`config.mk`:
```
export PLATFORM = sky130hd
export DESIGN_NAME = shsq_top
export DESIGN_NICKNAME = d
export VERILOG_FILES = /design/src/logic/shsq_pkg.sv /design/src/logic/shsq_top.sv
export VERILOG_INCLUDE_DIRS = /design/src /design/src/logic
export SDC_FILE = /design/constraint.sdc
export NUM_CORES = 1
export LEC_CHECK = 0
export ABC_AREA = 1
export CORE_AREA = 2 2 63 95
export CTS_CLUSTER_DIAMETER = 120
export DETAILED_ROUTE_END_ITERATION = 12
export DIE_AREA = 0 0 65 97
export DONT_BUFFER_PORTS = 1
export PLACE_DENSITY = 0.8
export SYNTH_ARGS = -nofsm -noshare
export SYNTH_HDL_FRONTEND = slang
export SYNTH_SLANG_ARGS = --single-unit
```
`constraint.sdc`:
```
create_clock -name i_clk -period 3.12 [get_ports i_clk]
set_input_delay 0.624 -clock i_clk [delete_from_list [all_inputs] [get_ports i_clk]]
set_output_delay 0.624 -clock i_clk [all_outputs]
set_load 0.005 [all_outputs]
```
`src/logic/shsq_params.svh`:
```
// offsets, field positions, reset values and constants of the header/sync qualifier
`ifndef SHSQ_PARAMS_SVH
`define SHSQ_PARAMS_SVH
// ----------------------------------------------------------------
// register indexes (byte address = 4 * index)
// ----------------------------------------------------------------
`define SHSQ_IDX_SKIP      7'h25
`define SHSQ_IDX_CTRL      7'h26
`define SHSQ_IDX_STAT      7'h27
`define SHSQ_IDX_IRQ_STAT  7'h40
`define SHSQ_IDX_IRQ_CLR   7'h41
`define SHSQ_IDX_IRQ_EN    7'h42
// ----------------------------------------------------------------
// field positions
// ----------------------------------------------------------------
`define SHSQ_VOTE_MSB      5
`define SHSQ_VOTE_LSB      4
`define SHSQ_STHR_MSB      3
`define SHSQ_STHR_LSB      0
`define SHSQ_SKIP_MSB      5
`define SHSQ_SKIP_LSB      4
`define SHSQ_ST_THR_ERR    7
`define SHSQ_ST_BEYOND     6
`define SHSQ_ST_CRC_LSB    3
`define SHSQ_ST_AM_LSB     0
// ----------------------------------------------------------------
// reset values and stream constants
// ----------------------------------------------------------------
`define SHSQ_CTRL_RESET    8'h19
`define SHSQ_SKIP_RESET    8'h00
`define SHSQ_STAT_RESET    8'h00
`define SHSQ_STAT_SECTOR   6'h3f
`define SHSQ_SYNC_BYTE     8'h0d
`define SHSQ_DUMMY_BYTE    8'h00
`define SHSQ_DUMMY_PER_MK  8'h28
`define SHSQ_IRQ_W         5
`endif

```
`src/logic/shsq_pkg.sv`:
```
// types shared by the header/sync qualifier
package shsq_pkg;
   // ----------------------------------------------------------------
   // operation kinds
   // ----------------------------------------------------------------
   typedef enum logic [1:0] {
      SHSQ_OP_OTHER  = 2'h0,
      SHSQ_OP_LOCATE = 2'h1,
      SHSQ_OP_FETCH  = 2'h2
   } shsq_op_e;
   // ----------------------------------------------------------------
   // one header copy as reported by the read channel
   // ----------------------------------------------------------------
   typedef struct packed {
      logic       valid;
      logic [1:0] idx;
      logic       am_found;
      logic       crc_good;
      logic       match;
      logic       greater;
   } shsq_copy_s;
   // ----------------------------------------------------------------
   // skip sequencer states, gray along the path except the SYNC to HUNT step at skip count 0
   // ----------------------------------------------------------------
   typedef enum logic [1:0] {
      SHSQ_SK_IDLE  = 2'h0,
      SHSQ_SK_SYNC  = 2'h1,
      SHSQ_SK_DUMMY = 2'h3,
      SHSQ_SK_HUNT  = 2'h2
   } shsq_skip_e;
endpackage : shsq_pkg

```
`src/logic/shsq_top.sv`:
```
// sector header voting and data sync qualifier with avalon register slave
//
// The Avalon-MM slave port was decided locally.
`timescale 1ns/10ps
`include "shsq_params.svh"

module shsq_top (
   input  wire logic                 i_clk,
   input  wire logic                 i_resetn,
   input  wire logic                 i_ce,
   input  wire logic [8:0]           i_avs_address,
   input  wire logic                 i_avs_read,
   input  wire logic                 i_avs_write,
   input  wire logic [31:0]          i_avs_writedata,
   output logic      [31:0]          o_avs_readdata,
   output logic                      o_avs_waitrequest,
   input  wire logic                 i_op_start,
   input  wire shsq_pkg::shsq_op_e   i_op_kind,
   input  wire logic                 i_op_end,
   input  wire logic                 i_sector_start,
   input  wire shsq_pkg::shsq_copy_s i_copy,
   input  wire logic                 i_hdr_end,
   input  wire logic                 i_data_start,
   input  wire logic                 i_sync_eval,
   input  wire logic [3:0]           i_sync_groups,
   output logic                      o_op_active,
   output logic                      o_sector_go,
   output logic                      o_sync_found,
   output logic                      o_byte_valid,
   output logic      [7:0]           o_byte_data,
   output logic                      o_resync_hunt,
   output logic                      o_irq
);

   // ----------------------------------------------------------------
   // declarations
   // ----------------------------------------------------------------
   logic                   wait_q;
   logic [31:0]            rdata_q;
   logic [7:0]             ctrl_q;
   logic [7:0]             skip_q;
   logic [7:0]             stat_q;
   logic [7:0]             stat_d;
   logic [`SHSQ_IRQ_W-1:0] irq_st_q;
   logic [`SHSQ_IRQ_W-1:0] irq_en_q;
   logic [`SHSQ_IRQ_W-1:0] irq_ev;
   logic                   irq_q;
   logic                   active_q;
   shsq_pkg::shsq_op_e     kind_q;
   logic [1:0]             cnt_q;
   logic [1:0]             cnt_d;
   logic                   seen_q;
   logic                   seen_d;
   logic                   done_q;
   logic                   done_d;
   logic                   go_d;
   logic                   go_q;
   logic                   thr_err;
   logic                   good;
   logic [2:0]             copy_bit;
   logic                   found_q;
   shsq_pkg::shsq_skip_e   sk_q;
   logic [7:0]             sk_cnt_q;
   logic                   bv_q;
   logic [7:0]             bd_q;
   logic                   hunt_q;
   logic [31:0]            rd_word;
   logic                   wr_acc;
   logic [6:0]             idx;
   logic                   skip_mode;
   logic [1:0]             vote;
   logic [3:0]             sthr;

   // ----------------------------------------------------------------
   // functions
   // ----------------------------------------------------------------
   // write strobe for one register index
   function automatic logic wr_hit(input logic acc, input logic [6:0] a, input logic [6:0] ix);
      wr_hit = acc && (a == ix);
   endfunction : wr_hit
   // copies needed: locate/fetch stop on the first good matching copy
   function automatic logic [1:0] need_copies(input shsq_pkg::shsq_op_e k,
                                              input logic [1:0] v);
      need_copies = (k == shsq_pkg::SHSQ_OP_OTHER) ? v : 2'h1;
   endfunction : need_copies
   // dummy bytes stand in for the data up to the chosen resync mark
   function automatic logic [7:0] dummy_total(input logic [1:0] s);
      dummy_total = 8'(`SHSQ_DUMMY_PER_MK * s);
   endfunction : dummy_total

   // ----------------------------------------------------------------
   // field views
   // ----------------------------------------------------------------
   assign vote      = ctrl_q[`SHSQ_VOTE_MSB:`SHSQ_VOTE_LSB];
   assign sthr      = ctrl_q[`SHSQ_STHR_MSB:`SHSQ_STHR_LSB];
   assign skip_mode = (sthr == 4'h0);
   assign idx       = i_avs_address[8:2];
   assign wr_acc    = i_avs_write && !wait_q;

   // ----------------------------------------------------------------
   // avalon slave: one wait cycle, read data latched with it
   // ----------------------------------------------------------------
   // waitrequest drops for exactly one cycle per request
   always_ff @(posedge i_clk or negedge i_resetn) begin
      if (!i_resetn) begin
         wait_q <= 1'b1;
      end else if (i_ce) begin
         wait_q <= !((i_avs_read | i_avs_write) && wait_q);
      end
   end
   // read mux; unmapped and write-only indexes read zero
   always_comb begin
      rd_word = 32'h0;
      case (idx)
         `SHSQ_IDX_SKIP:     rd_word = {24'h0, skip_q};
         `SHSQ_IDX_CTRL:     rd_word = {24'h0, ctrl_q};
         `SHSQ_IDX_STAT:     rd_word = {24'h0, stat_q};
         `SHSQ_IDX_IRQ_STAT: rd_word = {27'h0, irq_st_q};
         `SHSQ_IDX_IRQ_EN:   rd_word = {27'h0, irq_en_q};
         default:            rd_word = 32'h0;
      endcase
   end
   // data captured when the request is first seen, stands while wait is low
   always_ff @(posedge i_clk or negedge i_resetn) begin
      if (!i_resetn) begin
         rdata_q <= 32'h0;
      end else if (i_ce && i_avs_read && wait_q) begin
         rdata_q <= rd_word;
      end
   end

   // ----------------------------------------------------------------
   // software registers
   // ----------------------------------------------------------------
   // control and skip count; control changes take effect at once, the skip count is sampled only at data start
   always_ff @(posedge i_clk or negedge i_resetn) begin
      if (!i_resetn) begin
         ctrl_q   <= `SHSQ_CTRL_RESET;
         skip_q   <= `SHSQ_SKIP_RESET;
         irq_en_q <= '0;
      end else if (i_ce) begin
         if (wr_hit(wr_acc, idx, `SHSQ_IDX_CTRL)) begin
            ctrl_q <= i_avs_writedata[7:0];
         end
         if (wr_hit(wr_acc, idx, `SHSQ_IDX_SKIP)) begin
            skip_q <= {2'h0, i_avs_writedata[`SHSQ_SKIP_MSB:`SHSQ_SKIP_LSB], 4'h0};
         end
         if (wr_hit(wr_acc, idx, `SHSQ_IDX_IRQ_EN)) begin
            irq_en_q <= i_avs_writedata[`SHSQ_IRQ_W-1:0];
         end
      end
   end

   // ----------------------------------------------------------------
   // operation tracking
   // ----------------------------------------------------------------
   // start wins over end in the same cycle
   always_ff @(posedge i_clk or negedge i_resetn) begin
      if (!i_resetn) begin
         active_q <= 1'b0;
         kind_q   <= shsq_pkg::SHSQ_OP_OTHER;
      end else if (i_ce) begin
         if (i_op_start) begin
            active_q <= 1'b1;
            kind_q   <= i_op_kind;
         end else if (i_op_end) begin
            active_q <= 1'b0;
         end
      end
   end

   // ----------------------------------------------------------------
   // header voting
   // ----------------------------------------------------------------
   // a copy arriving with the sector start counts for the new sector
   always_comb begin
      cnt_d   = cnt_q;
      seen_d  = seen_q;
      done_d  = done_q;
      go_d    = 1'b0;
      thr_err = 1'b0;
      good    = active_q && i_copy.valid && i_copy.am_found && i_copy.crc_good;
      if (active_q && i_sector_start) begin
         cnt_d  = 2'h0;
         seen_d = 1'b0;
         done_d = 1'b0;
         if (need_copies(kind_q, vote) == 2'h0) begin
            done_d = 1'b1;
            go_d   = 1'b1;
         end
      end
      if (good && i_copy.match && !done_d) begin
         seen_d = 1'b1;
         cnt_d  = cnt_d + 2'h1;
         if (cnt_d >= need_copies(kind_q, vote)) begin
            done_d = 1'b1;
            go_d   = 1'b1;
         end
      end
      // vote missed: a good matching copy was seen but not enough of them
      if (active_q && i_hdr_end && !i_sector_start && seen_q && !done_q) begin
         thr_err = (kind_q == shsq_pkg::SHSQ_OP_OTHER);
      end
   end
   // voting state and the go pulse
   always_ff @(posedge i_clk or negedge i_resetn) begin
      if (!i_resetn) begin
         cnt_q  <= 2'h0;
         seen_q <= 1'b0;
         done_q <= 1'b0;
         go_q   <= 1'b0;
      end else if (i_ce) begin
         cnt_q  <= cnt_d;
         seen_q <= seen_d;
         done_q <= done_d;
         go_q   <= go_d;
      end
   end

   // ----------------------------------------------------------------
   // header error status
   // ----------------------------------------------------------------
   // copies after the vote still update flags; only needed ones are trusted
   always_comb begin
      stat_d   = stat_q;
      copy_bit = 3'h1 << i_copy.idx; // idx 3 maps to no flag
      if (active_q && i_sector_start) begin
         stat_d[`SHSQ_ST_THR_ERR] = 1'b0;
         stat_d[`SHSQ_ST_BEYOND]  = 1'b0;
         stat_d[5:0]              = `SHSQ_STAT_SECTOR;
      end
      if (active_q && i_copy.valid && i_copy.am_found) begin
         stat_d[2:0] = stat_d[2:0] & ~copy_bit;
         if (i_copy.crc_good) begin
            stat_d[5:3] = stat_d[5:3] & ~copy_bit;
         end
      end
      if (good && i_copy.greater) begin
         stat_d[`SHSQ_ST_BEYOND] = 1'b1;
      end
      if (thr_err) begin
         stat_d[`SHSQ_ST_THR_ERR] = 1'b1;
      end
   end
   // no bus write path reaches this register
   always_ff @(posedge i_clk or negedge i_resetn) begin
      if (!i_resetn) begin
         stat_q <= `SHSQ_STAT_RESET;
      end else if (i_ce) begin
         stat_q <= stat_d;
      end
   end

   // ----------------------------------------------------------------
   // data sync qualification
   // ----------------------------------------------------------------
   // thresholds above 12 are stored but can never be met by the channel
   always_ff @(posedge i_clk or negedge i_resetn) begin
      if (!i_resetn) begin
         found_q <= 1'b0;
      end else if (i_ce) begin
         found_q <= active_q && i_sync_eval && !skip_mode
                    && (i_sync_groups >= sthr);
      end
   end

   // ----------------------------------------------------------------
   // skip mode sequencer
   // ----------------------------------------------------------------
   // no back-pressure: the byte stream runs one byte per enabled cycle
   always_ff @(posedge i_clk or negedge i_resetn) begin
      if (!i_resetn) begin
         sk_q     <= shsq_pkg::SHSQ_SK_IDLE;
         sk_cnt_q <= 8'h0;
         bv_q     <= 1'b0;
         bd_q     <= 8'h0;
         hunt_q   <= 1'b0;
      end else if (i_ce) begin
         case (sk_q)
            shsq_pkg::SHSQ_SK_IDLE: begin
               hunt_q <= 1'b0;
               bv_q   <= 1'b0;
               if (active_q && i_data_start && skip_mode) begin
                  sk_q     <= shsq_pkg::SHSQ_SK_SYNC;
                  bv_q     <= 1'b1;
                  bd_q     <= `SHSQ_SYNC_BYTE;
                  sk_cnt_q <= dummy_total(skip_q[`SHSQ_SKIP_MSB:`SHSQ_SKIP_LSB]);
               end
            end
            shsq_pkg::SHSQ_SK_SYNC,
            shsq_pkg::SHSQ_SK_DUMMY: begin
               if (sk_cnt_q == 8'h0) begin
                  sk_q   <= shsq_pkg::SHSQ_SK_HUNT;
                  bv_q   <= 1'b0;
                  hunt_q <= 1'b1;
               end else begin
                  sk_q     <= shsq_pkg::SHSQ_SK_DUMMY;
                  bv_q     <= 1'b1;
                  bd_q     <= `SHSQ_DUMMY_BYTE;
                  sk_cnt_q <= sk_cnt_q - 8'h1;
               end
            end
            shsq_pkg::SHSQ_SK_HUNT: begin
               hunt_q <= 1'b0;
               sk_q   <= shsq_pkg::SHSQ_SK_IDLE;
            end
            default: begin
               sk_q   <= shsq_pkg::SHSQ_SK_IDLE;
               bv_q   <= 1'b0;
               hunt_q <= 1'b0;
            end
         endcase
      end
   end

   // ----------------------------------------------------------------
   // interrupts
   // ----------------------------------------------------------------
   // events: go, threshold error, beyond target, sync found, skip done
   assign irq_ev = {hunt_q, found_q, good && i_copy.greater, thr_err, go_q};

   // set wins over a clear in the same cycle
   always_ff @(posedge i_clk or negedge i_resetn) begin
      if (!i_resetn) begin
         irq_st_q <= '0;
      end else if (i_ce) begin
         irq_st_q <= (irq_st_q & ~(wr_hit(wr_acc, idx, `SHSQ_IDX_IRQ_CLR) ?
                      i_avs_writedata[`SHSQ_IRQ_W-1:0] : '0)) | irq_ev;
      end
   end

   // registered so the pin is glitch free; lags status by one cycle
   always_ff @(posedge i_clk or negedge i_resetn) begin
      if (!i_resetn) begin
         irq_q <= 1'b0;
      end else if (i_ce) begin
         irq_q <= |(irq_st_q & irq_en_q);
      end
   end

   // ----------------------------------------------------------------
   // outputs
   // ----------------------------------------------------------------
   assign o_avs_readdata    = rdata_q;
   assign o_avs_waitrequest = wait_q;
   assign o_op_active       = active_q;
   assign o_sector_go       = go_q;
   assign o_sync_found      = found_q;
   assign o_byte_valid      = bv_q;
   assign o_byte_data       = bd_q;
   assign o_resync_hunt     = hunt_q;
   assign o_irq             = irq_q;

endmodule : shsq_top

```
### Yosys cells after proc, flatten, opt, wreduce, memory -nomap -nowiden

Index checks and enable logic that the tools add are counted.

| storage, ports and cells | value |
|---|---|
| flip-flop bits (word level) | 91 |
| word-level logic and storage cells | 139 |
| output and inout port bits | 47 |
| bits of input ports | 65 |

| operators by class | value |
|---|---|
| eq/ne operators | 12 |
| mux-type cells | 36 |
| bitwise operators | 8 |
| $mul | 1 |
| shift-type cells | 1 |
| reductions and logical operators | 55 |
| add/subtract/negate cells | 2 |
| order comparisons | 2 |

Operators by type and width:

| cell | count |
|---|---|
| 2-to-1 mux 8 bit | 5 |
| case mux 8 bit (5 select lines) | 1 |
| case mux 8 bit (2 select lines) | 2 |
| logical AND 1 bit | 24 |
| AND reduction 2 bit | 11 |
| == test 7 x 6 -> 1 bit, second input constant | 3 |
| == test 7 bit, second input constant | 3 |
| 2-to-1 mux 1 bit | 18 |
| AND 5 bit | 2 |
| nonzero test 2 bit | 5 |
| zero test 8 bit | 1 |
| 2-to-1 mux 2 bit | 4 |
| subtractor 8 x 1 -> 8 bit, second input constant | 1 |
| AND 3 bit | 2 |
| zero test 1 bit | 6 |
| zero test 2 bit | 3 |
| 2-to-1 mux 6 bit | 1 |
| inequality test 2 bit, second input constant | 3 |
| case mux 2 bit (3 select lines) | 1 |
| multiplier 3 x 2 -> 5 bit, first input constant | 1 |
| 2-to-1 mux 5 bit | 1 |
| inverter 5 bit | 1 |
| bitwise OR 5 bit | 1 |
| OR reduction 5 bit | 1 |
| other kinds (13) | 16 |

### Logic depth before layout (Yosys ltp)

Gate-level depths: netlist of run 1.

| logic depth | value |
|---|---|
| depth after elaboration | 9 |
| gate-level depth with buffers | 12 |
| depth with buffers taken out | 12 |

### Least setup slack after synthesis of run 1

Ideal clock, no wire load.

| timing | value |
|---|---|
| kind | input-to-reg |
| start | input port i_sector_start |
| end | register go_q (netlist: o_sector_go) |
| buffers on the path | 0 |
| library setup time | 0.117 ns |
| required time | 3.003 ns |
| path slack | 1.423 ns |
| cell stages on the path | 12 |
| arrival time | 1.580 ns |
| cells stage by stage | nand2_1 nand2_1 nand2_1 nand2_1 inv_1 ha_1 o21ai_0 nand2_1 nand3_1 nand2_1 nand2_1 nand2_1 |

| on the way | value |
|---|---|
| cells in the longest elaborated chain, start to end | 6 |
| elaborated cells between the ends (all ways) | 10 |
| those cells by class | add/sub (1); order compare (1); mux (5); reduce/logical (3) |

Ends and longest elaborated chain:

| element | RTL line | RTL |
|---|---|---|
| start: declaration | shsq_top.sv:20 | `input wire logic i_sector_start,` |
| logical AND 1 bit * | shsq_top.sv:183 | `if (active_q && i_sector_start) begin` |
| 2-to-1 mux 2 bit | shsq_top.sv:183 |  |
| adder 2 x 1 -> 2 bit | shsq_top.sv:194 | `cnt_d = cnt_d + 2'h1;` |
| greater-or-equal comparator 2 bit | shsq_top.sv:195 | `if (cnt_d >= need_copies(kind_q, vote)) begin` |
| 2-to-1 mux 1 bit | shsq_top.sv:195 |  |
| 2-to-1 mux 1 bit * | shsq_top.sv:192 | `if (good && i_copy.match && !done_d) begin` |
| end signal: assignment | shsq_top.sv:216 | `go_q <= go_d;` |
| end: declaration | shsq_top.sv:57 | `logic go_q;` |

Mark *: on every way between the ends. The rest lies on a longest branch, timed or not.
A chain may end at the register's enable or synchronous reset.

### Worst setup path after layout of run 1

| timing | value |
|---|---|
| start | register active_q (netlist: o_op_active) |
| end | register go_q (netlist: o_sector_go) |

| on the way | value |
|---|---|
| cells in the longest elaborated chain, start to end | 6 |
| elaborated cells between the ends (all ways) | 14 |
| those cells by class | add/sub (1); order compare (1); mux (5); reduce/logical (7) |

Ends and longest elaborated chain:

| element | RTL line | RTL |
|---|---|---|
| start: declaration | shsq_top.sv:48 | `logic active_q;` |
| start signal: assignment | shsq_top.sv:160 | `active_q <= 1'b0;` |
| start signal: assignment | shsq_top.sv:164 | `active_q <= 1'b1;` |
| start signal: assignment | shsq_top.sv:167 | `active_q <= 1'b0;` |
| logical AND 1 bit (on tied branches) | shsq_top.sv:183, shsq_top.sv:182 |  |
| 2-to-1 mux 2 bit or logical AND 1 bit (tied branches) | shsq_top.sv:183, shsq_top.sv:182 |  |
| adder 2 x 1 -> 2 bit or logical AND 1 bit (tied branches) | shsq_top.sv:194, shsq_top.sv:182 |  |
| greater-or-equal comparator 2 bit or logical AND 1 bit (tied branches) | shsq_top.sv:195, shsq_top.sv:192 |  |
| 2-to-1 mux 1 bit or logical AND 1 bit (tied branches) | shsq_top.sv:195, shsq_top.sv:192 |  |
| 2-to-1 mux 1 bit * | shsq_top.sv:192 |  |

Marked as above.

==> results of run 1 <==
cell usage after synthesis, drive strengths merged (2+ instances only):
| library cell | instances |
|---|---|
| nor2 | 43 |
| inv | 50 |
| nor3 | 4 |
| ha | 8 |
| nand2 | 164 |
| mux2 | 2 |
| buf | 37 |
| nand3b | 2 |
| o22ai | 2 |
| o21ai | 27 |
| nand4 | 6 |
| a2bb2oi | 4 |
| a21oi | 9 |
| nand3 | 46 |
| dfrtp | 56 |
| dfstp | 4 |
per-layer routing:
layer / wire length (µm) / global-route usage (%) / vias to the layer above
li1: - / - / 1451
met5: 0 / 0 / -
met2: 3997 / 45.28 / 72
met1: 2951 / 28.76 / 1332
met4: 222 / 13.26 / 0
met3: 519 / 8.372 / 18
repair_timing:
action	CTS	global route
hold endpoints to repair	56	0
hold buffers	1	0
endpoints found under the setup margin	0	0
cell families after synthesis:
group | Yosys count | synth area share [%]
simple gates | 268 | 32.81
buf+inv | 88 | 13.28
flops | 60 | 42.98
compound gates | 44 | 7.069
fa+ha+maj | 8 | 2.856
mux | 2 | 0.6426
other cells | 1 | 0.1070
xor+xnor | 1 | 0.2500
flip-flops by register name, summed over array words and instances (netlist names), 2 cells and up:
signal / count
skip_q: 2
kind_q: 2
sk_q: 2
sk_cnt_q: 8
cnt_q: 2
o_avs_readdata: 8
irq_en_q: 5
ctrl_q: 8
irq_st_q: 5
stat_q: 8
report_power, final:
group          switching, W  internal [W]
Combinational      0.000396      0.000215
Sequential         0.000125      0.000893
Clock              0.000293      0.000431
through the flow:
stage | hold slack [ns] | utilization, % | std cells
after floorplan | 0.3284 | - | 500
after global placement | 0.3298 | 63.22 | 532
after detailed placement | 0.3298 | 63.22 | 532
after CTS | 0.1045 | 67.48 | 548
after global routing | 0.1041 | 67.48 | 548
final | 0.1165 | 67.48 | 548
cell type report:
| cell class | count | area, µm² |
|---|---|---|
| fillers | 470 | 1759 |
| multi-input cells | 352 | 1638 |
| flip-flops and latches | 60 | 1506 |
| inverters | 50 | 187.7 |
| clock buffers | 14 | 172.7 |
| well taps | 70 | 87.58 |
| clock inverters | 1 | 30.03 |
| repair buffers | 1 | 27.53 |
worst min path at each step:
| stage | startpoint | endpoint |
|---|---|---|
| detailed placement | i_resetn | sk_cnt_q[0]$_DFFE_PN0P_ |
| finish | i_resetn | ctrl_q[3]$_DFFE_PN1P_ |
| floorplan | i_resetn | cnt_q[0]$_DFFE_PN0P_ |
| global placement | i_resetn | sk_cnt_q[1]$_DFFE_PN0P_ |
| CTS | i_resetn | ctrl_q[3]$_DFFE_PN1P_ |
| global route | i_resetn | ctrl_q[0]$_DFFE_PN1P_ |
==> results by stage, run 1 <==
Run status:
- The run finished with clean final reports.

Synth:
- Synthesis handed over a netlist of 472 instances.
- The netlist uses 34 different library cells.
- The fraction of post-synthesis cell area in the top cell type by area is 39.99%.
- Summed over all instances, the cell type with the most area after synthesis is dfrtp_1.
- The sequential fraction of the synthesis area is 42.98%.
- The average instance area after synthesis is 7.425 µm².
- The count of synthesis-stage warnings from yosys is 0.
- The number of enable-type register cells in the synthesized netlist is 0.
- Synthesis inferred 60 register bits.
- The proportion of register bits with asynchronous set or reset after synthesis is 100.0%.
- The dominant register cell in the synthesized netlist is dfrtp_1.
- The post-synthesis cell area is 3505 µm².
- Sorting the synthesized cells by area gives the leading types as dfrtp_1 40%, nand2_1 17%, buf_4 6.6%.

Layout:
- The repair_antennas step left the layout with diodes totalling 0.
- The commonest non-fill, non-tap cell in the layout is nand2_1.
- Compared with the post-synthesis result, the final layout area differs by 4.141%.
- After the last flow step, the layout net total stands at 547.
- In the layout the commonest cells are 159 x nand2_1, 56 x dfrtp_1, 46 x nand3_1.
- In the final layout, the share of cells above drive strength 1 is 8.577%.
- The summed area of non-filler cells in the final layout is 3650 µm².

Pwr:
- The power consumption is 0.002352 W.
- In this run the static leakage power is 1.942 nW.
- The worst-case IR drop observed on VDD is 0.4717 mV.
- The total power per unit cell area is 644.3 nW/µm².

Floorplanning:
- The die extent in y is 97 µm.
- The die covers 6305 µm².
- The initialized floorplan defines 33 standard-cell rows.
- The floorplan die width is 65 µm.
- The starting density of the core is 64.79%.
- The number of top-level pins is 112.
- The core region is 5409 µm².

Detailed routing:
- The final route contains 2,873 vias.
- The initial DRC count is 150.
- The detailed-route vias per instance is 5.243.
- In the final routed layout, each cell accounts on average for 14.03 µm.
- The residual DRC count is 0.
- Wires add up to 7.690 mm.
- Before antenna repair, the detailed router went through 4 iterations.
- The detail route stage leaves a number of antenna-violating nets equal to 0.

Worst setup path:
- The launching point of the worst reg2reg path is o_op_active$_DFFE_PN0P_.
- For this design, the slowest cell found on the critical path is dfrtp_1.
- The first element of the critical path is o_op_active$_DFFE_PN0P_.
- The signal on the critical path passes through nand2_1, nand2_1, nand2_1, nand2_1, inv_1, ha_1, o21ai_0, nand2_1, nand3_1, nand2_1, nand2_1, nand2_1.
- The critical path ends at o_sector_go$_DFFE_PN0P_.
- On the critical path the largest part of the delay comes from simple AND/OR/NAND/NOR gates.
- The destination of the worst register-to-register timing path is o_sector_go$_DFFE_PN0P_.
- STA classifies the critical path startpoint as a flop.
- Along the worst path, the maximum fanout reaches 6.
- The minimum setup slack among reg-to-reg paths is 1.37 ns.
- The endpoint required time on the critical path is 3.36 ns.
- The critical path start-end classification is flop to flop.
- STA classifies the critical path endpoint as a flop.
- At the worst endpoint, the arrival time is 1.99 ns.
- The logic depth of the worst setup path including buffers is 12.
- The worst register-to-register path has a depth of 12.
- In this design, the critical path's most frequently occurring cell is nand2_1.
- The largest single stage delay on the critical path is 0.47 ns.
- The critical path buffer and inverter count is 1.

Clocking:
- TritonCTS built the clock tree.
- The H-tree was split into 3 levels.
- The clock net in this run drives a total of 60 sinks.
- Gates resized during post-CTS repair numbered 0.
- The number of post-CTS setup repair buffers is 0.
- The insertion delay of the later-clocked pin in the worst-skew pair is 0.35 ns.
- In this run, CTS created clock tree buffers numbering 9.
- The cell at the root of the clock tree is clkbuf_8.
- The maximum clock insertion buffer count is 2.
- After clock tree synthesis, the clock-pin slew on the worst setup and hold paths is 0.06 ns.

GRT:
- The number of antenna violations at the first check in global routing came to 0.
- Entering global routing, the biggest net connects 57 pins.
- The overall routing resource usage is 26.48%.
- After global routing the overflow that remains totals 0.
- The wire length of the first global-routing pass is 12.65 mm.
- The number of global-route vias before repair is 2,788.

STA:
- The clock arrives with 0.009572 ns of skew.
- Of the available clock period, the critical path in the final layout requires 56.21%.
- Setup repair after global routing left no endpoint under its margin.
- The total count of max-transition violations in the final report was 0.
- Setup slack on the critical path of the routed design comes to 1.366 ns.
- The fmax is 570.2 MHz.
- The final critical path time including I/O delays and setup is 1.754 ns.
- The final sum of negative setup slack is 0 ns.
- The number of hold violations in the final report came to 0.
- Setup violations remaining at the end of the flow were counted as 0.

Place:
- The congestion estimate from routability-driven global placement came to 0.9152.
- Buffers placed on the I/O ports in this run total 0.
- The detailed-placement wirelength estimate is 5.813 mm.
- Summing all placed instances gives a cell area of 3420 µm².
- OpenSTA, run right after detailed placement, puts the worst setup slack at 1.256 ns.

Worst hold path:
- In this run the worst hold path is classified as input port to asynchronous set/reset pin.

Flow run:
- The tool flagged a number of max-cap violations equal to 0.
Power figures use the tool's default switching activity.
==> inputs of run 2 (changes only) <==
- ABC_AREA: 1 -> 0
- PLACE_DENSITY: 0.8 -> 0.77
- clock period: 3.12 -> 1.64 ns (I/O delays scaled with it)
==> run 2 against run 1 <==
  * Combinational power grew to 2.5 times the previous value
  * Non-clock buffer count increased by 49
  * Sequential power increased by 96%
  * Sequential share of layout area is 4.1 points lower
  * Critical path type unchanged
  * Design area is 11% higher
  * Routed wire length grew 11%
  * The run now ends with negative hold slack, negative setup slack left
  * Highest routed layer unchanged
==> results by stage, run 2 <==
Synth:
- The sequential fraction of the synthesis area came to 45.01% (+2.0 points).
- The post-synthesis cell area was 3347 µm² (-4.5%).
- The gate count after technology mapping is 322 (-32%).
- The number of enable-type register cells in the synthesized netlist is 0 (unchanged).
- The fraction of post-synthesis cell area in the top cell type by area is 41.87% (+1.9 points).
- The count of distinct cell types in the synthesized netlist came to 65 (+91%).
- The average instance area after synthesis is 10.39 µm² (+40%).
- The leading area contributor after synthesis is dfrtp_1.
- The most repeated cell in the gate-level netlist after synthesis is dfrtp_1.
- The commonest cells after synthesis are 56 x dfrtp_1, 31 x buf_4, 25 x nand2_1, 20 x mux2_2, 15 x inv_1.
- Yosys attributes the largest share of cell area to dfrtp_1 42%, buf_4 7.0%, mux2_2 6.7%.
- The count of synthesis-stage warnings from yosys is 0 (unchanged).
- The flip-flop and latch count after synthesis is 60 (unchanged).
- The proportion of register bits with asynchronous set or reset after synthesis is 100.0% (unchanged).
- Among all flip-flop cells after synthesis, the most frequent one is dfrtp_1.

Layout:
- The synthesis-to-finish area growth is 21.08%.
- The count of inserted antenna diode cells is 0 (unchanged).
- The ratio of cells with drive above 1 in the final layout is 33.07% (+24 points).
- The count of filler cells inserted in the layout is 361 (-23%).
- The commonest non-fill, non-tap cell in the layout is dfrtp_1.
- The summed area of non-filler cells in the final layout is 4053 µm² (+11%).
- The top cell types in the final layout, fill and taps aside, are 56 x dfrtp_1, 45 x buf_4, 29 x conb_1.
- The net count of the finished layout was 443 (-19%).

Clocking:
- The clock-pin slew on the worst setup and hold paths is 0.07 ns (about the same).
- The TritonCTS sink count was 60 (unchanged).
- The number of buffers inserted during clock tree synthesis was 9 (unchanged).
- The insertion delay of the later-clocked pin in the worst-skew pair was 0.33 ns (-0.02 ns).
- The CTS H-tree depth is 3 (unchanged).
- The maximum clock insertion buffer count is 2 (unchanged).
- The clock tree from TritonCTS is yes.
- The tree is rooted in a clkbuf_8.

Place:
- The cell area after placement is 3633 µm² (+6.3%).
- The setup slack after placement is -0.2087 ns (-1.464 ns).
- The port buffer count is 0 (unchanged).
- The detailed-placement wirelength estimate is 6.027 mm (+3.7%).
- The routability congestion estimate from global placement is 0.9003 (-1.6%).

Floorplanning:
- The die extent in y is 97 µm (unchanged).
- The floorplan die width was 65 µm (unchanged).
- The number of placement rows is 33 (unchanged).
- The number of top-level pins is 112 (unchanged).
- The die outline area was 6305 µm² (unchanged).
- The starting density of the core is 61.88% (-2.9 points).
- The placeable core area came to 5409 µm² (unchanged).

Detailed routing:
- The residual DRC count is 0 (unchanged).
- The detailed-route vias per instance is 6.173 (+18%).
- The initial DRC count is 211 (+41%).
- The total detailed-routing wirelength came to 8.552 mm (+11%).
- The via count is 2,747 (-4.4%).
- The post-detailed-route count of antenna-violating nets is 0 (unchanged).
- The mean routed wirelength per cell was 19.22 µm (+37%).
- The first-pass iteration count of the detailed router is 4 (unchanged).

STA:
- The final cycle utilization of the critical path was 105.7% (+49 points).
- The worst slack on hold paths is -0.3157 ns (-0.4321 ns).
- The number of hold violations in the final report is 60 (+60).
- The worst path setup slack after routing is -0.09356 ns (-1.460 ns).
- The fmax is 576.8 MHz (+1.2%).
- The final sum of negative setup slack is -0.3542 ns (-0.3542 ns).
- The final critical path time including I/O delays and setup was 1.734 ns (-0.02026 ns).
- The total count of max-transition violations in the final report is 0 (unchanged).
- The final clock skew came to 0.006528 ns (-0.003043 ns).
- Setup repair after global routing could not meet its margin everywhere.
- The final-report setup violation count is 8 (+8).

Worst setup path:
- The first element of the critical path is ctrl_q[0]$_DFFE_PN1P_.
- The endpoint required time on the critical path is 1.89 ns (-1.47 ns).
- The launching point of the worst reg2reg path is ctrl_q[0]$_DFFE_PN1P_.
- The kind of end point of the critical path is a flop.
- The kind of launch point of the worst setup path is a flop.
- The worst reg2reg path depth is 4 (-8).
- The arrival time of data at the critical path endpoint is 1.99 ns (about the same).
- The critical path is of the flop to flop type.
- The largest fanout on the critical path is 3 (-3).

Run status:
- The flow ran to the end, but the final reports show violations.
- The checks that failed: negative hold slack, negative setup slack.

Flow run:
- The count of max-cap constraint violations is 0 (unchanged).

Pwr:
- The total power per unit cell area is 1166 nW/µm² (+81%).
- The worst ir drop on vdd is 0.7435 mV (+58%).
- The leakage power is 1.852 nW (-4.6%).

GRT:
- The pin count of the biggest net entering global routing is 61 (+7.0%).
- The wire length of the first global-routing pass came to 13.33 mm (+5.4%).
- The number of antenna violations at the first check in global routing is 0 (unchanged).
- The total global routing overflow is 0 (unchanged).
- The number of global-route vias before repair was 2,821 (+1.2%).
- The overall routing resource usage is 28.21% (+1.7 points).

Worst hold path:
- The classification of the worst-slack hold path is input port to asynchronous set/reset pin.
==> run 2: changes by cell type in the layout (fill, tap and decap cells not counted), sizes merged, moves of 5 or more <==
cell	change
a22o	+11
mux2	+18
nand2b	+6
o21ai	-21
nand2	-139
nor3	+8
a21o	+5
inv	-35
buf	+49
nor2	-31
or3	+7
nand3	-39
==> run 2: cells by family (layout without fill, tap and decap cells) <==
group | count (synthesis) | count (layout) | share of synthesized area, %
AOI/OAI and AO/OA | 69 | 69 | 15.96
adders and majority gates | 8 | 8 | 2.991
DFF | 60 | 60 | 45.01
other | 1 | 29 | 0.1120
xor gates and xnor gates | 2 | 2 | 0.5235
and+or+nand+nor | 103 | 103 | 17.91
buffers and inverters | 56 | 81 | 9.869
muxes | 23 | 23 | 7.626
==> run 2: worst max-delay path, cell delays in order (launching register included) <==
cell	delay, ns
dfstp_2	0.39
or4_4	0.52
or3_4	0.38
a32oi_1	0.19
nor3b_2	0.18
==> run 2: through the flow <==
| stage | power (W) | utilization, % | std cells |
|---|---|---|---|
| finish | 0.004727 | 74.92 | 445 |
| global route | 0.004964 | 74.92 | 445 |
| CTS | 0.004451 | 72.89 | 443 |
| detailed placement | 0.003092 | 67.18 | 425 |
| global placement | 0.003028 | 67.18 | 425 |
| floorplan | 0.002707 | - | 350 |
==> run 2: timing repair <==
item,4_1_cts,5_1_grt
setup endpoints to repair,13,15
hold endpoints to repair,60,60
buffers inserted,2,2
gates cloned,0,0
gates resized for setup,21,20
pin swaps,14,13
==> run 2: area by class of cell <==
cell class,count,area (µm²),area share [%]
Inverter,15,56.30,1.389
Tap cell,70,87.58,2.161
Clock inverter,1,5.005,0.1235
Sequential cell,60,1506,37.17
Clock buffer,15,176.4,4.353
Multi-Input combinational cell,234,1827,45.08
Timing Repair Buffer,50,394.1,9.725
==> run 2: path summary, 6_finish.rpt <==
| path | endpoint | slack, ns |
|---|---|---|
| setup / recovery | sk_cnt_q[4]$_DFFE_PN0P_ | -0.09 |
| hold / removal | sk_cnt_q[0]$_DFFE_PN0P_ | -0.32 |
| setup reg to reg | sk_cnt_q[4]$_DFFE_PN0P_ | -0.09 |
| hold reg to reg | stat_q[1]$_DFFE_PN0P_ | 0.49 |
| max in group asynchronous | ctrl_q[0]$_DFFE_PN1P_ | 1.75 |
| min in group i_clk | o_sector_go$_DFFE_PN0P_ | 0.09 |
==> run 2: per-layer routing <==
metal / vias up / share of wire, % / GRT usage (%)
li1: 1234 / - / -
met1: 1386 / 36 / 29.40
met2: 100 / 54 / 50.28
met3: 27 / 5.9 / 7.093
met4: 0 / 3.2 / 15.06
met5: - / 0 / 0
==> run 2: report_power, final <==
part	switching (W)	internal [W]	leakage, nW
combinational	0.000730	0.000799	1.02
clock	0.000525	0.000672	0.0937
sequential	0.000278	0.00172	0.741
==> inputs of run 3 (changes only) <==
- CELL_PAD_IN_SITES_DETAIL_PLACEMENT: unset -> 1
- CELL_PAD_IN_SITES_GLOBAL_PLACEMENT: unset -> 2
- CORE_AREA: 2 2 63 95 -> 2 2 80 120
- DIE_AREA: 0 0 65 97 -> 0 0 82 122
- PLACE_DENSITY: 0.77 -> unset
- PLACE_DENSITY_LB_ADDON: unset -> 0.1
==> run 3 against run 2 <==
  * The flow still finishes with violations (negative hold slack, negative setup slack)
  * Clock-buffer cell count stayed put
  * Via count is 4.1% lower
  * Global-route usage shrank 7.9 points
  * Register-to-register slack got worse by 0.04 ns
  * Utilization decreased by 28 points
  * Design area rose by 4.5%
  * Critical path depth is the same
  * Routed wire length grew 13%
  * Sequential cell count is the same
  * Total power up 9.5%
  * Die area up 59%
==> results by stage, run 3 (synthesis results as in run 2) <==
Run status:
- The flow ran to the end, but the final reports show violations.
- The checks that failed: negative hold slack, negative setup slack.

Clocking:
- The CTS H-tree depth was 3 (unchanged).
- The clock tree from TritonCTS is yes.
- The clock-pin slew on the worst setup and hold paths is 0.05 ns (-0.02 ns).
- The TritonCTS sink count is 60 (unchanged).
- The number of buffers inserted during clock tree synthesis was 9 (unchanged).
- The cell at the root of the clock tree is clkbuf_16.
- The maximum clock insertion buffer count is 2 (unchanged).
- The insertion delay of the later-clocked pin in the worst-skew pair is 0.33 ns (about the same).

Floorplanning:
- The die extent in y came to 122 µm (+26%).
- The die outline area is 10,000 µm² (+59%).
- The starting density of the core is 37.03% (-25 points).
- The floorplan die width is 82 µm (+26%).
- The number of placement rows is 43 (+30%).
- The number of top-level pins is 112 (unchanged).
- The placeable core area was 9039 µm² (+67%).

Detailed routing:
- The post-detailed-route count of antenna-violating nets came to 0 (unchanged).
- The mean routed wirelength per cell is 19.70 µm (+2.5%).
- The residual DRC count came to 0 (unchanged).
- The via count is 2,635 (-4.1%).
- The initial DRC count was 90 (-57%).
- The total detailed-routing wirelength came to 9.631 mm (+13%).
- The first-pass iteration count of the detailed router was 4 (unchanged).
- The detailed-route vias per instance is 5.389 (-13%).

Worst setup path:
- Walking the worst path, the cells encountered are or4_4, or3_4, a32oi_1, nor3b_2.
- The endpoint required time on the critical path was 1.89 ns (about the same).
- The critical path start-end classification is flop to flop.
- The launching point of the worst reg2reg path is ctrl_q[0]$_DFFE_PN1P_.
- The critical path buffer and inverter count is 0 (unchanged).
- STA classifies the critical path endpoint as a flop.
- STA classifies the critical path startpoint as a flop.
- The largest fanout on the critical path is 3 (unchanged).
- The critical path's slowest cell is or4_4.
- The first element of the critical path is ctrl_q[0]$_DFFE_PN1P_.
- The cell family with the largest share of critical-path delay is simple AND/OR/NAND/NOR gates.
- The peak per-stage delay on the critical path is 0.56 ns (+0.04 ns).
- The arrival time of data at the critical path endpoint is 2.03 ns (+0.04 ns).

Layout:
- In the layout the commonest cells are 55 x dfrtp_1, 44 x buf_4, 29 x conb_1.
- The ratio of cells with drive above 1 in the final layout is 33.95% (+0.89 points).
- The total area of multi-input combinational cells came to 1812 µm² (-0.82%).
- The share of the core filled with cells was 46.87% (-28 points).
- The sequential cell area is 1508 µm² (about the same).
- The synthesis-to-finish area growth is 26.58%.
- The count of inserted antenna diode cells came to 0 (unchanged).
- The commonest non-fill, non-tap cell in the layout is dfrtp_1.
- The net count of the finished layout is 445 (+0.45%).
- The count of filler cells inserted in the layout is 1,020 (+180%).

STA:
- The final sum of negative setup slack is -0.6358 ns (-0.2817 ns).
- The worst path setup slack after routing is -0.1331 ns (-0.03951 ns).
- The final-report setup violation count was 11 (+3).
- The total count of max-transition violations in the final report is 0 (unchanged).
- The final clock skew was 0.004113 ns (-0.002415 ns).
- The final critical path time including I/O delays and setup came to 1.773 ns (+0.03951 ns).
- Setup repair after global routing could not meet its margin everywhere.
- The number of hold violations in the final report is 60 (unchanged).
- The final cycle utilization of the critical path is 108.1% (+2.4 points).
- The fmax is 564.0 MHz (-2.2%).
- The worst slack on hold paths is -0.3094 ns (+0.006256 ns).

GRT:
- The overall routing resource usage is 20.32% (-7.9 points).
- The pin count of the biggest net entering global routing is 61 (unchanged).
- The wire length of the first global-routing pass is 14.79 mm (+11%).
- The total global routing overflow is 0 (unchanged).
- The number of global-route vias before repair is 2,799 (-0.78%).
- The number of antenna violations at the first check in global routing is 0 (unchanged).

Pwr:
- The total power per unit cell area was 1222 nW/µm² (+4.7%).
- The power consumption came to 0.005176 W (+9.5%).
- The leakage power was 1.923 nW (+3.8%).
- The worst ir drop on vdd came to 0.6006 mV (-19%).

Place:
- The port buffer count is 0 (unchanged).
- The setup slack after placement was -0.2308 ns (-0.02210 ns).
- The routability congestion estimate from global placement was 0.7595 (-16%).
- The detailed-placement wirelength estimate is 7.218 mm (+20%).

Worst hold path:
- The tightest min-delay check is of the input port to asynchronous set/reset pin type.

Flow run:
- The count of max-cap constraint violations is 0 (unchanged).
run 3: cell types whose count changed in the layout (fill, tap and decap cells not counted), sizes merged:
cell  change
buf       +2
run 3: through the flow:
step | hold slack, ns | cell area (µm²) | instances
finish | -0.3094 | 4237 | 489
global route | -0.3199 | 4237 | 489
CTS | -0.3189 | 4110 | 488
detailed placement | 0.03396 | 3709 | 470
global placement | 0.03415 | 3709 | 470
floorplan | 0.03241 | 3475 | 350
run 3: timing repair:
| action | 4_1_cts | 5_1_grt |
|---|---|---|
| pin swaps | 16 | 14 |
| cloned | 0 | 0 |
| hold endpoints to repair | 60 | 60 |
| gates resized for setup | 20 | 24 |
| setup buffers | 2 | 1 |
| setup endpoints to repair | 18 | 21 |
run 3: final timing paths:
path / endpoint / slack [ns] / cells past startpoint
worst max-delay path: sk_cnt_q[4]$_DFFE_PN0P_ / -0.13 / 4
worst min-delay path: sk_cnt_q[2]$_DFFE_PN0P_ / -0.31 / 0
worst max register to register: sk_cnt_q[4]$_DFFE_PN0P_ / -0.13 / 4
worst min register to register: seen_q$_DFFE_PN0P_ / 0.50 / 1
max in group asynchronous: ctrl_q[3]$_DFFE_PN1P_ / 1.76 / 0
min in group i_clk: o_sector_go$_DFFE_PN0P_ / 0.08 / 1
run 3: layout make-up:
cell class / count / share of cell area, %
Clock inverter: 1 / 0.1181
Inverter: 15 / 1.329
Multi-Input combinational cell: 234 / 42.76
Sequential cell: 60 / 35.59
Tap cell: 112 / 3.308
Timing Repair Buffer: 52 / 10.34
Clock buffer: 15 / 6.556
run 3: power breakdown:
part	internal, W	switching (W)	leakage, nW	total, W
clock	0.00114	0.000642	0.140	0.00179
sequential	0.00173	0.000287	0.740	0.00201
combinational	0.000755	0.000621	1.04	0.00138
total	0.00363	0.00155	1.92	0.00518
run 3: routing by layer:
| layer | vias up | GRT usage (%) | wire length [µm] |
|---|---|---|---|
| met3 | 15 | 3.852 | 375 |
| met1 | 1334 | 22.63 | 3685 |
| met4 | 0 | 10.83 | 276 |
| li1 | 1234 | - | - |
| met2 | 52 | 35.62 | 5293 |
| met5 | - | 0 | 0 |
